## src/hdl/ring_dma_pkg.sv

```systemverilog
// Constants and types for the transparent channel buffer ring engine
package ring_dma_pkg;
  // ==========================================================
  // Parameter memory
  localparam int PRAM_WORDS = 32;
  localparam int PRAM_GENERAL = 14;
  localparam int PRAM_SPECIFIC = 18;
  localparam logic [4:0] PRAM_FC_IDX = 5'h00;
  localparam logic [4:0] PRAM_MRL_IDX = 5'h01;
  localparam int FC_RX_HI = 14;
  localparam int FC_RX_LO = 12;
  localparam int FC_TX_HI = 6;
  localparam int FC_TX_LO = 4;
  // ==========================================================
  // Descriptor rings
  localparam int RING_LEN = 8;
  localparam int BD_WORDS = 4;
  localparam logic [1:0] W_CTL = 2'h0;
  localparam logic [1:0] W_LEN = 2'h1;
  localparam logic [1:0] W_PTRH = 2'h2;
  localparam logic [1:0] W_PTRL = 2'h3;
  localparam int BD_OWN = 15;
  localparam int BD_EXT = 14;
  localparam int BD_WRAP = 13;
  localparam int BD_INT = 12;
  localparam int BD_LAST = 11;
  localparam int BD_ERR1 = 1;
  localparam int BD_ERR0 = 0;
  // ==========================================================
  // Register byte addresses
  localparam logic [8:0] ADDR_PRAM_END = 9'h080;
  localparam logic [8:0] ADDR_MODE = 9'h080;
  localparam logic [8:0] ADDR_EVENT = 9'h084;
  localparam logic [8:0] ADDR_EVMASK = 9'h088;
  localparam logic [8:0] ADDR_IMASK = 9'h08C;
  localparam int ADDR_BD_BIT = 8;
  localparam logic [15:0] MODE_RESET = 16'h0000;
  localparam int MODE_RX_ON = 0;
  localparam int MODE_TX_ON = 1;
  localparam int MODE_NONMULTIPLEXED_SERIAL_MODE = 2;
  localparam int EV_RX = 0;
  localparam int EV_TX = 1;
  localparam int EV_BUSY = 2;
  localparam int EV_TXERR = 4;
  localparam logic [7:0] EVENT_RESET = 8'h00;
  // ==========================================================
  // Engine states
  typedef enum logic [2:0] {
    ST_IDLE, ST_RX_WR, ST_RX_STAT, ST_RX_LEN, ST_TX_RD, ST_TX_OUT, ST_TX_STAT
  } eng_state_e;
endpackage

```

## src/hdl/channel_ring_dma.sv

```systemverilog
// Transparent channel buffer ring engine with Wishbone register slave
`timescale 1ns/10ps
module channel_ring_dma #(
  parameter int RING = ring_dma_pkg::RING_LEN
) (
  input wire logic clk_i,
  input wire logic rst_i,
  input wire logic wb_cyc_i,
  input wire logic wb_stb_i,
  input wire logic wb_we_i,
  input wire logic [31:0] wb_adr_i,
  input wire logic [3:0] wb_sel_i,
  input wire logic [31:0] wb_dat_i,
  output logic [31:0] wb_dat_o,
  output logic wb_ack_o,
  output logic mem_req_o,
  output logic mem_we_o,
  output logic [31:0] mem_addr_o,
  output logic [7:0] mem_wdata_o,
  output logic mem_ext_o,
  output logic [2:0] mem_fc_o,
  input wire logic mem_ack_i,
  input wire logic [7:0] mem_rdata_i,
  input wire logic rx_valid_i,
  input wire logic [7:0] rx_data_i,
  input wire logic rx_end_i,
  output logic [7:0] tx_data_o,
  output logic tx_valid_o,
  output logic tx_last_o,
  input wire logic tx_ready_i,
  input wire logic tx_starved_i,
  input wire logic carrier_detect_i,
  input wire logic clear_to_send_i,
  input wire logic layer1_grant_i
);
  import ring_dma_pkg::*;

  if (RING != RING_LEN) begin : g_chk
    $error("channel_ring_dma: descriptor map holds exactly eight per ring");
  end

  // ==========================================================
  // Storage and registers
  logic [15:0] pram [PRAM_WORDS];
  logic [15:0] bd [2*RING_LEN*BD_WORDS];
  logic [15:0] mode_r, imask_r;
  logic [7:0] event_r, evmask_r;
  eng_state_e st_r;
  logic [2:0] rx_idx, tx_idx;
  logic [15:0] rx_cnt_r, tx_cnt_r;
  logic [7:0] hold_r;
  logic hold_v_r, ovr_r, cdl_r, end_pend_r, discard_r, un_r, ct_r;
  logic [1:0] cd_s, cts_s, l1g_s;

  // ==========================================================
  // Pin synchronisers
  always_ff @(posedge clk_i) begin
    if (rst_i) begin
      cd_s <= 2'h3;
      cts_s <= 2'h3;
      l1g_s <= 2'h3;
    end else begin
      cd_s <= {cd_s[0], carrier_detect_i};
      cts_s <= {cts_s[0], clear_to_send_i};
      l1g_s <= {l1g_s[0], layer1_grant_i};
    end
  end

  logic nonmultiplexed_serial_mode, rx_on, tx_on, send_ok;
  assign nonmultiplexed_serial_mode = mode_r[MODE_NONMULTIPLEXED_SERIAL_MODE];
  assign rx_on = mode_r[MODE_RX_ON];
  assign tx_on = mode_r[MODE_TX_ON];
  assign send_ok = nonmultiplexed_serial_mode ? cts_s[1] : l1g_s[1];

  // ==========================================================
  // Descriptor views
  logic [15:0] rx_ctl, tx_ctl, tx_len, mrl;
  logic [31:0] rx_ptr, tx_ptr;
  assign rx_ctl = bd[{1'b0, rx_idx, W_CTL}];
  assign rx_ptr = {bd[{1'b0, rx_idx, W_PTRH}], bd[{1'b0, rx_idx, W_PTRL}]};
  assign tx_ctl = bd[{1'b1, tx_idx, W_CTL}];
  assign tx_len = bd[{1'b1, tx_idx, W_LEN}];
  assign tx_ptr = {bd[{1'b1, tx_idx, W_PTRH}], bd[{1'b1, tx_idx, W_PTRL}]};
  assign mrl = pram[PRAM_MRL_IDX];

  // ==========================================================
  // Engine descriptor write port and events
  logic eng_we;
  logic [5:0] eng_waddr;
  logic [15:0] eng_wdata;
  logic [7:0] ev_set;
  logic rx_adv, tx_adv, rx_drop, rx_close, tx_err;
  assign tx_err = un_r | ct_r;
  assign rx_drop = (st_r == ST_IDLE) && rx_on && hold_v_r && !rx_ctl[BD_OWN];
  assign rx_close = rx_on && !hold_v_r && rx_cnt_r != 16'h0000
                    && (end_pend_r || ovr_r || cdl_r);

  always_comb begin
    eng_we = 1'b0;
    eng_waddr = {1'b0, rx_idx, W_CTL};
    eng_wdata = rx_ctl;
    ev_set = 8'h00;
    rx_adv = 1'b0;
    tx_adv = 1'b0;
    case (st_r)
      ST_RX_STAT: begin
        eng_we = 1'b1;
        eng_wdata = {1'b0, rx_ctl[14:2], ovr_r, cdl_r & nonmultiplexed_serial_mode};
      end
      ST_RX_LEN: begin
        eng_we = 1'b1;
        eng_waddr = {1'b0, rx_idx, W_LEN};
        eng_wdata = rx_cnt_r;
        ev_set[EV_RX] = rx_ctl[BD_INT];
        rx_adv = 1'b1;
      end
      ST_TX_STAT: begin
        eng_we = 1'b1;
        eng_waddr = {1'b1, tx_idx, W_CTL};
        eng_wdata = {1'b0, tx_ctl[14:2], un_r, ct_r};
        ev_set[EV_TX] = tx_ctl[BD_INT] && !tx_err;
        ev_set[EV_TXERR] = tx_ctl[BD_INT] && tx_err;
        tx_adv = 1'b1;
      end
      default: begin
        ev_set[EV_BUSY] = rx_drop && !discard_r;
      end
    endcase
  end

  ring_index #(.DEPTH(RING_LEN)) u_rx_ring (
    .clk_i(clk_i),
    .rst_i(rst_i),
    .advance_i(rx_adv),
    .wrap_i(rx_ctl[BD_WRAP]),
    .idx_o(rx_idx)
  );

  ring_index #(.DEPTH(RING_LEN)) u_tx_ring (
    .clk_i(clk_i),
    .rst_i(rst_i),
    .advance_i(tx_adv),
    .wrap_i(tx_ctl[BD_WRAP]),
    .idx_o(tx_idx)
  );

  // ==========================================================
  // Wishbone slave
  logic wb_req, wb_go, hi_miss;
  logic [8:0] badr;
  logic [15:0] rd_data, wmerge, wold;
  assign wb_req = wb_cyc_i && wb_stb_i && !wb_ack_o;
  assign wb_go = wb_req && !eng_we;
  assign badr = wb_adr_i[8:0];
  assign hi_miss = |wb_adr_i[31:9];

  always_comb begin
    rd_data = 16'h0000;
    if (!hi_miss) begin
      if (badr < ADDR_PRAM_END) begin
        rd_data = pram[badr[6:2]];
      end else if (badr[ADDR_BD_BIT]) begin
        rd_data = bd[badr[7:2]];
      end else begin
        case (badr)
          ADDR_MODE: rd_data = mode_r;
          ADDR_EVENT: rd_data = {8'h00, event_r};
          ADDR_EVMASK: rd_data = {8'h00, evmask_r};
          ADDR_IMASK: rd_data = imask_r;
          default: rd_data = 16'h0000;
        endcase
      end
    end
  end

  assign wold = rd_data;
  assign wmerge = {wb_sel_i[1] ? wb_dat_i[15:8] : wold[15:8],
                   wb_sel_i[0] ? wb_dat_i[7:0] : wold[7:0]};

  logic wr_go;
  assign wr_go = wb_go && wb_we_i && !hi_miss;

  always_ff @(posedge clk_i) begin
    if (rst_i) begin
      wb_ack_o <= 1'b0;
      wb_dat_o <= 32'h00000000;
    end else begin
      wb_ack_o <= wb_go;
      if (wb_go && !wb_we_i) begin
        wb_dat_o <= {16'h0000, rd_data};
      end
    end
  end

  always_ff @(posedge clk_i) begin
    if (wr_go && badr < ADDR_PRAM_END) begin
      pram[badr[6:2]] <= wmerge;
    end
  end

  always_ff @(posedge clk_i) begin
    if (eng_we) begin
      bd[eng_waddr] <= eng_wdata;
    end else if (wr_go && badr[ADDR_BD_BIT]) begin
      bd[badr[7:2]] <= wmerge;
    end
  end

  always_ff @(posedge clk_i) begin
    if (rst_i) begin
      mode_r <= MODE_RESET;
      evmask_r <= 8'h00;
      imask_r <= 16'h0000;
    end else if (wr_go) begin
      if (badr == ADDR_MODE) begin
        mode_r <= wmerge;
      end
      if (badr == ADDR_EVMASK) begin
        evmask_r <= wmerge[7:0];
      end
      if (badr == ADDR_IMASK) begin
        imask_r <= wmerge;
      end
    end
  end

  // Write-one clears; a new event in the same cycle survives
  always_ff @(posedge clk_i) begin
    if (rst_i) begin
      event_r <= EVENT_RESET;
    end else begin
      event_r <= (event_r & ~((wr_go && badr == ADDR_EVENT && wb_sel_i[0])
                              ? wb_dat_i[7:0] : 8'h00)) | ev_set;
    end
  end

  // ==========================================================
  // Receive holding byte and frame flags
  logic consume;
  assign consume = (st_r == ST_RX_WR && mem_ack_i) || rx_drop;

  always_ff @(posedge clk_i) begin
    if (rst_i) begin
      hold_v_r <= 1'b0;
      hold_r <= 8'h00;
    end else if (rx_valid_i && rx_on) begin
      hold_v_r <= 1'b1;
      hold_r <= rx_data_i;
    end else if (consume) begin
      hold_v_r <= 1'b0;
    end
  end

  logic end_done;
  assign end_done = (st_r == ST_RX_LEN)
                    || (st_r == ST_IDLE && !hold_v_r && rx_cnt_r == 16'h0000);

  always_ff @(posedge clk_i) begin
    if (rst_i) begin
      end_pend_r <= 1'b0;
      discard_r <= 1'b0;
      ovr_r <= 1'b0;
      cdl_r <= 1'b0;
    end else begin
      end_pend_r <= rx_end_i || (end_pend_r && !end_done);
      discard_r <= rx_drop || (discard_r && !(end_pend_r && end_done));
      if (st_r == ST_RX_LEN) begin
        ovr_r <= 1'b0;
        cdl_r <= 1'b0;
      end else begin
        if (rx_valid_i && hold_v_r && !consume && rx_cnt_r != 16'h0000) begin
          ovr_r <= 1'b1;
        end
        if (nonmultiplexed_serial_mode && !cd_s[1] && rx_cnt_r != 16'h0000) begin
          cdl_r <= 1'b1;
        end
      end
    end
  end

  // ==========================================================
  // Engine state machine
  logic [15:0] rx_cnt_inc, tx_cnt_inc;
  assign rx_cnt_inc = rx_cnt_r + 16'h0001;
  assign tx_cnt_inc = tx_cnt_r + 16'h0001;

  always_ff @(posedge clk_i) begin
    if (rst_i) begin
      st_r <= ST_IDLE;
      rx_cnt_r <= 16'h0000;
      tx_cnt_r <= 16'h0000;
      mem_req_o <= 1'b0;
      mem_we_o <= 1'b0;
      mem_addr_o <= 32'h00000000;
      mem_wdata_o <= 8'h00;
      mem_ext_o <= 1'b0;
      mem_fc_o <= 3'h0;
      tx_data_o <= 8'h00;
      tx_valid_o <= 1'b0;
      tx_last_o <= 1'b0;
      un_r <= 1'b0;
      ct_r <= 1'b0;
    end else begin
      case (st_r)
        ST_IDLE: begin
          if (rx_on && hold_v_r && rx_ctl[BD_OWN]) begin
            st_r <= ST_RX_WR;
            mem_req_o <= 1'b1;
            mem_we_o <= 1'b1;
            mem_addr_o <= rx_ptr + {16'h0000, rx_cnt_r};
            mem_wdata_o <= hold_r;
            mem_ext_o <= rx_ctl[BD_EXT];
            mem_fc_o <= pram[PRAM_FC_IDX][FC_RX_HI:FC_RX_LO];
          end else if (rx_close) begin
            st_r <= ST_RX_STAT;
          end else if (tx_on && tx_ctl[BD_OWN]) begin
            if (tx_cnt_r == tx_len) begin
              st_r <= ST_TX_STAT;
            end else begin
              st_r <= ST_TX_RD;
              mem_req_o <= 1'b1;
              mem_we_o <= 1'b0;
              mem_addr_o <= tx_ptr + {16'h0000, tx_cnt_r};
              mem_ext_o <= tx_ctl[BD_EXT];
              mem_fc_o <= pram[PRAM_FC_IDX][FC_TX_HI:FC_TX_LO];
            end
          end
        end
        ST_RX_WR: begin
          if (mem_ack_i) begin
            mem_req_o <= 1'b0;
            rx_cnt_r <= rx_cnt_inc;
            st_r <= (rx_cnt_inc == mrl) ? ST_RX_STAT : ST_IDLE;
          end
        end
        ST_RX_STAT: begin
          st_r <= ST_RX_LEN;
        end
        ST_RX_LEN: begin
          rx_cnt_r <= 16'h0000;
          st_r <= ST_IDLE;
        end
        ST_TX_RD: begin
          if (mem_ack_i) begin
            mem_req_o <= 1'b0;
            tx_data_o <= mem_rdata_i;
            tx_valid_o <= 1'b1;
            tx_last_o <= tx_ctl[BD_LAST] && tx_cnt_inc == tx_len;
            st_r <= ST_TX_OUT;
          end
        end
        ST_TX_OUT: begin
          if (tx_starved_i || !send_ok) begin
            un_r <= tx_starved_i;
            ct_r <= !send_ok;
            tx_valid_o <= 1'b0;
            tx_last_o <= 1'b0;
            st_r <= ST_TX_STAT;
          end else if (tx_ready_i) begin
            tx_valid_o <= 1'b0;
            tx_last_o <= 1'b0;
            tx_cnt_r <= tx_cnt_inc;
            st_r <= (tx_cnt_inc == tx_len) ? ST_TX_STAT : ST_IDLE;
          end
        end
        ST_TX_STAT: begin
          tx_cnt_r <= 16'h0000;
          un_r <= 1'b0;
          ct_r <= 1'b0;
          st_r <= ST_IDLE;
        end
        default: begin
          st_r <= ST_IDLE;
        end
      endcase
    end
  end
endmodule

```

## src/hdl/ring_index.sv

```systemverilog
// Descriptor ring position counter
`timescale 1ns/10ps
module ring_index #(
  parameter int DEPTH = 8
) (
  input wire logic clk_i,
  input wire logic rst_i,
  input wire logic advance_i,
  input wire logic wrap_i,
  output logic [$clog2(DEPTH)-1:0] idx_o
);
  if (DEPTH < 2 || (DEPTH & (DEPTH - 1)) != 0) begin : g_chk
    $error("ring_index: DEPTH must be a power of two, at least 2");
  end

  always_ff @(posedge clk_i) begin
    if (rst_i) begin
      idx_o <= '0;
    end else if (advance_i) begin
      if (wrap_i) begin
        idx_o <= '0;
      end else begin
        idx_o <= idx_o + 1'b1;
      end
    end
  end
endmodule

```

## config.mk

```make
export PLATFORM = sky130hd
export DESIGN_NAME = channel_ring_dma
export DESIGN_NICKNAME = d
export VERILOG_FILES = /design/src/hdl/ring_dma_pkg.sv /design/src/hdl/channel_ring_dma.sv /design/src/hdl/ring_index.sv
export SDC_FILE = /design/constraint.sdc
export NUM_CORES = 2
export LEC_CHECK = 0
export BUFFER_PORTS_ARGS = -buffer_cell sky130_fd_sc_hd__buf_2
export CAP_MARGIN = 30
export CORE_AREA = 2 2 375 377
export CTS_BUF_LIST = sky130_fd_sc_hd__clkbuf_4
export CTS_CLUSTER_SIZE = 40
export DETAILED_ROUTE_END_ITERATION = 7
export DIE_AREA = 0 0 377 379
export GPL_ROUTABILITY_DRIVEN = 0
export GPL_TIMING_DRIVEN = 0
export PLACE_DENSITY = 0.86
export SETUP_SLACK_MARGIN = 0.2
export SYNTH_ARGS = -nofsm -noshare
export SYNTH_HDL_FRONTEND = slang
export SYNTH_SLANG_ARGS = --single-unit
```

## constraint.sdc

```tcl
create_clock -name clk_i -period 5.35 [get_ports clk_i]
set_clock_uncertainty 0.1 [all_clocks]
set_input_delay 0.2675 -clock clk_i [delete_from_list [all_inputs] [get_ports clk_i]]
set_output_delay 0.2675 -clock clk_i [all_outputs]
set_load 0.05 [all_outputs]
```

==> results of run 1 <==
## Yosys cell counts, types with 14 or more instances
master / count
o211ai_1: 25
a21oi_1: 153
buf_2: 98
o221ai_1: 20
a311oi_1: 24
buf_1: 32
o21ai_0: 141
and2_1: 17
a2111oi_0: 18
mux2i_1: 105
nor3_1: 72
xor2_1: 26
nand2_1: 271
nor4_1: 31
or3_1: 33
mux2_2: 73
buf_4: 49
nand4_1: 15
edfxtp_1: 1536
inv_1: 41
o21a_1: 14
mux4_2: 605
o22ai_1: 73
a22oi_1: 37
ha_1: 37
xnor2_1: 59
nand2b_1: 15
clkbuf_1: 144
a21o_1: 15
o31ai_1: 14
a211oi_1: 61
a31oi_1: 26
nor2_1: 314
dfxtp_1: 189
nor2b_1: 19
nand3_1: 59
and3_1: 28
## through the flow
stage                     util, %  setup WS [ns]  TNS (ns)
after detailed placement     60.2          -2.35  -1632.26
after global placement       58.0          -5.83  -6775.67
after floorplan                 -          0.214         0
after CTS                    65.4          0.172         0
## timing repair
action | CTS
hold buffers | 157
setup buffers | 6
endpoints found under the setup margin | 993
resized for setup | 146
hold endpoints to repair | 593
pin swaps | 6
## routing by layer
metal  GRT usage [%]  overflow
met5            44.4         1
met4            55.8         5
met3            60.3         2
met2            74.8         3
met1            58.1         1
## cells by family after synthesis
| group | synth area share (%) |
|---|---|
| DFF | 64.5 |
| and+or+nand+nor | 5.45 |
| xor gates and xnor gates | 0.961 |
| AOI/OAI and AO/OA | 6.21 |
| buffers and inverters | 2.24 |
| other | 0.00484 |
| muxes | 20.0 |
| adders and majority gates | 0.650 |
==> metrics, run 1 <==
Failed at=5_1_grt; Distinct cells, synth=88; Seq/Total Area, Yosys=64.5%; row cnt=137; first-pass GRT wire length=601000 um; async set-reset flop share out of synthesis=0%; first error message=[ERROR GRT-0116] Global routing finished with congestion. Check the congestion regions in the DRC Viewer.; maximum number of pins on one net before global-route repair=47; Clock Tree Root=clkbuf_4; die width=377 um; die height=379 um; DP Area=83600 sq um; Cells after Synth=4650; Post-synth EDFFs=1536; Initial Utilization=55.8%; post-synth top area cell=edfxtp_1; Area contributors post-synth=edfxtp_1 (60%), mux4_2 (18%), dfxtp_1 (4.9%), nor2_1 (1.5%), mux2i_1 (1.4%); Congestion Overflow GR=12; vias in the first global route=70100; CTS buffer count=414; Synth Register Bits=1725; Ports=186; Longest Clk Path Bufs=4; Inst Count DP=6778; Synth Cell Area=77400 sq um; CTS Sinks=1725; Yosys top cell area share=59.6%; Total GRT Usage=62.8%; Main synth FF type=edfxtp_1; Synth Warn #=0; dpl hpwl=235000 um; Syn Area/Cell=16.7 sq um; H-tree levels=5; status=stopped before the end; # port buffers=145
==> inputs of run 2 (changes only) <==
Settings changed: CORE_AREA 2 2 375 377 to 2 2 443 445, CTS_BUF_LIST sky130_fd_sc_hd__clkbuf_4 to not set, CTS_CLUSTER_SIZE 40 to not set, DIE_AREA 0 0 377 379 to 0 0 445 447, PLACE_DENSITY 0.86 to not set, PLACE_DENSITY_LB_ADDON set to 0.15, SETUP_SLACK_MARGIN 0.2 to not set.
Clock period 5.35 ns to 6.96 ns, I/O delays scaled along.
==> run 2 against run 1 <==
The flow now finishes, with violations (DRC). Synthesized area did not move. Synthesized cell count unchanged.
==> metrics, run 2 <==
share of layout cells above drive strength 1=30.6%; Largest register FFs=1024; Worst setup EP type=register; Clock Tree Root=clkbuf_16; Skew-Pair Late Insertion Delay=0.91 ns; Tot Pwr=22700 uW; maximum number of pins on one net before global-route repair=34; Post-synth EDFFs=1536 (unchanged); fillers=16300; CTS tree=built; initial antenna violation count=33; Main synth FF type=edfxtp_1; Syn Area/Cell=16.7 sq um (unchanged); Area growth syn-to-layout=19.8%; Congestion Overflow GR=0; H-tree levels=4 (-1); die area=199000 sq um; Peak VDD IR=0.000288 V; Hold Vio Cnt, Final=0; Max Freq=145 MHz; Slew Limit Fails=0; Seq/Total Area, Yosys=64.5% (unchanged); actual slew at the worst max-slew pin=1.21 ns; Slowest cell on crit path=a2111oi_2; critical path data required time=7.63 ns; failing checks=DRC; Worst-path clk slew=0.07 ns; dpl hpwl=274000 um (+17%); DRT Pass-1 Iters=8; crit path kind=reg -> reg; Area contributors post-synth=edfxtp_1 (60%), mux4_2 (18%), dfxtp_1 (4.9%), nor2_1 (1.5%), mux2i_1 (1.4%); Largest Register=bd; vias in the first global route=51000; Synth top cells by count=edfxtp_1 (1536), mux4_2 (605), nor2_1 (314); DRC violations left=1; routed wire length=375000 um; unrepaired setup endpoints after global routing=no; Nets=5417; power per cell area=245 nW/um^2; row cnt=162 (+18%); worst-path fanout max=19; die height=447 um (+18%); Ports=186 (unchanged); final period utilization=99.3%; commonest non-fill, non-tap cell in the layout=edfxtp_1; CTS Sinks=1725 (unchanged); Lkg Pwr=0.0296 uW; async set-reset flop share out of synthesis=0% (unchanged); Cells after Synth=4650 (unchanged); Distinct cells, synth=88 (unchanged); DR iter-0 viols=9983; Total GRT Usage=37.2%; Synth Warn #=0 (unchanged); CP Data Arrival Time=7.58 ns; status=complete, but fails checks; cell with the most instances after synthesis=edfxtp_1; # port buffers=145 (unchanged); Synth Cell Area=77400 sq um (unchanged); slew margin rel.=17.5%; CP cell instances=buf_2, buf_4, buf_6, buf_2, buf_4, buf_2, buf_8, mux2_2, ha_1, fa_1, a211oi_1, nor2_1, a2111oi_2, nor4_1, o31ai_2, o21ai_0, a32oi_1, a21oi_1; die width=445 um (+18%); Synth Register Bits=1725 (unchanged); Crit path top cell by count=buf_2; vias per inst=6.99; routed len/inst=46.9 um; setup TNS=0 ns; Yosys top cell area share=59.6% (unchanged); Initial Utilization=39.9% (-16 points); post-synth top area cell=edfxtp_1; most frequent cells in the layout=edfxtp_1 (1536), mux4_2 (605), nand2_1 (271); CTS buffer count=183 (-56%); Worst setup SP type=register; Final Setup Violations=0; first-pass GRT wire length=485000 um; Max Cap Viol=0; worst hold path class=in -> reg; antenna-violating nets left=0; CP max stage delay=0.52 ns; minimum clock period=6.91 ns; Longest Clk Path Bufs=3 (-1); core area=194000 sq um; via count=55900
run 2: cell counts after synthesis:
Identical to the previous run, type by type.
run 2: logic make-up (layout without fill, tap and decap cells):
family / Yosys count / in the layout / synth area share (%)
and+or+nand+nor: 924 / 924 / 5.45
AOI/OAI and AO/OA: 719 / 719 / 6.21
muxes: 785 / 785 / 20.0
DFF: 1725 / 1725 / 64.5
buffers and inverters: 372 / 1140 / 2.24
other: 1 / 41 / 0.00484
xor gates and xnor gates: 85 / 85 / 0.961
adders and majority gates: 39 / 39 / 0.650
run 2: path summary, 6_finish.rpt:
| check | slack (ns) | endpoint | cells past startpoint | start |
|---|---|---|---|---|
| max | 0.05 | mem_addr_o[26]$_SDFFE_PP0P_ | 18 | register |
| min | 0.07 | imask_r[11]$_SDFFE_PP0P_ | 3 | wb_dat_i[11] |
| max reg2reg | 0.05 | mem_addr_o[26]$_SDFFE_PP0P_ | 18 | register |
| min reg2reg | 0.34 | event_r[7]$_SDFF_PP0_ | 2 | event_r[7]$_SDFF_PP0_ |
run 2: per-stage QoR:
stage          area, sq um  hold slack (ns)  setup WS [ns]  utilization, %  instances
5_1_grt              92700           0.0410         0.0319            47.8       7977
2_1_floorplan        77500            0.289           1.04               -       4665
4_1_cts              92600          0.00563          0.183            47.7       7968
3_5_place_dp         86000            0.314          -1.83            44.3       7591
6_report             92800           0.0725         0.0499            47.8       8000
3_3_place_gp         81400            0.321          -6.38            41.9       7352
run 2: layout make-up:
type	count	area, sq um	share of cell area, %
sequential	1725	49900	53.8
timing repair buffer	438	5040	5.44
multi-input combinational	2568	26700	28.7
clock inverter	106	1240	1.34
clock buffer	231	4940	5.32
inverter	45	169	0.182
tap	2542	3180	3.43
buffer	320	1590	1.71
antenna	25	62.6	0.0674
run 2: repair_timing:
item	4_1_cts	5_1_grt
gates resized for setup	14	2
hold buffers	46	0
hold endpoints to repair	44	0
buffers inserted	0	0
setup endpoints to repair	25	4
run 2: layer usage:
layer	track usage, %	up-vias	share of wire (%)
li1	-	20400	-
met1	45.7	28900	34
met2	53.1	5362	42
met3	14.3	1293	15
met4	27.9	26	9.2
met5	0	-	0.088
run 2: where the power goes:
group / switching, uW / internal [uW] / leakage (uW)
combinational: 915 / 394 / 0.0114
clock: 4450 / 5830 / 0.00300
sequential: 1.60 / 11200 / 0.0152
total: 5370 / 17400 / 0.0296
run 2: worst max-delay path: cells and delay by family (launching register included):
| kind | cells | cell delay (ns) |
|---|---|---|
| AO/OA/AOI/OAI | 6 | 2.07 |
| adder cells (fa/ha/maj) | 2 | 0.73 |
| buffers and inverters | 7 | 2.63 |
| flip-flops | 1 | 0.45 |
| multiplexers | 1 | 0.39 |
| AND/OR/NAND/NOR | 2 | 0.37 |
Power figures use the tool's default switching activity.
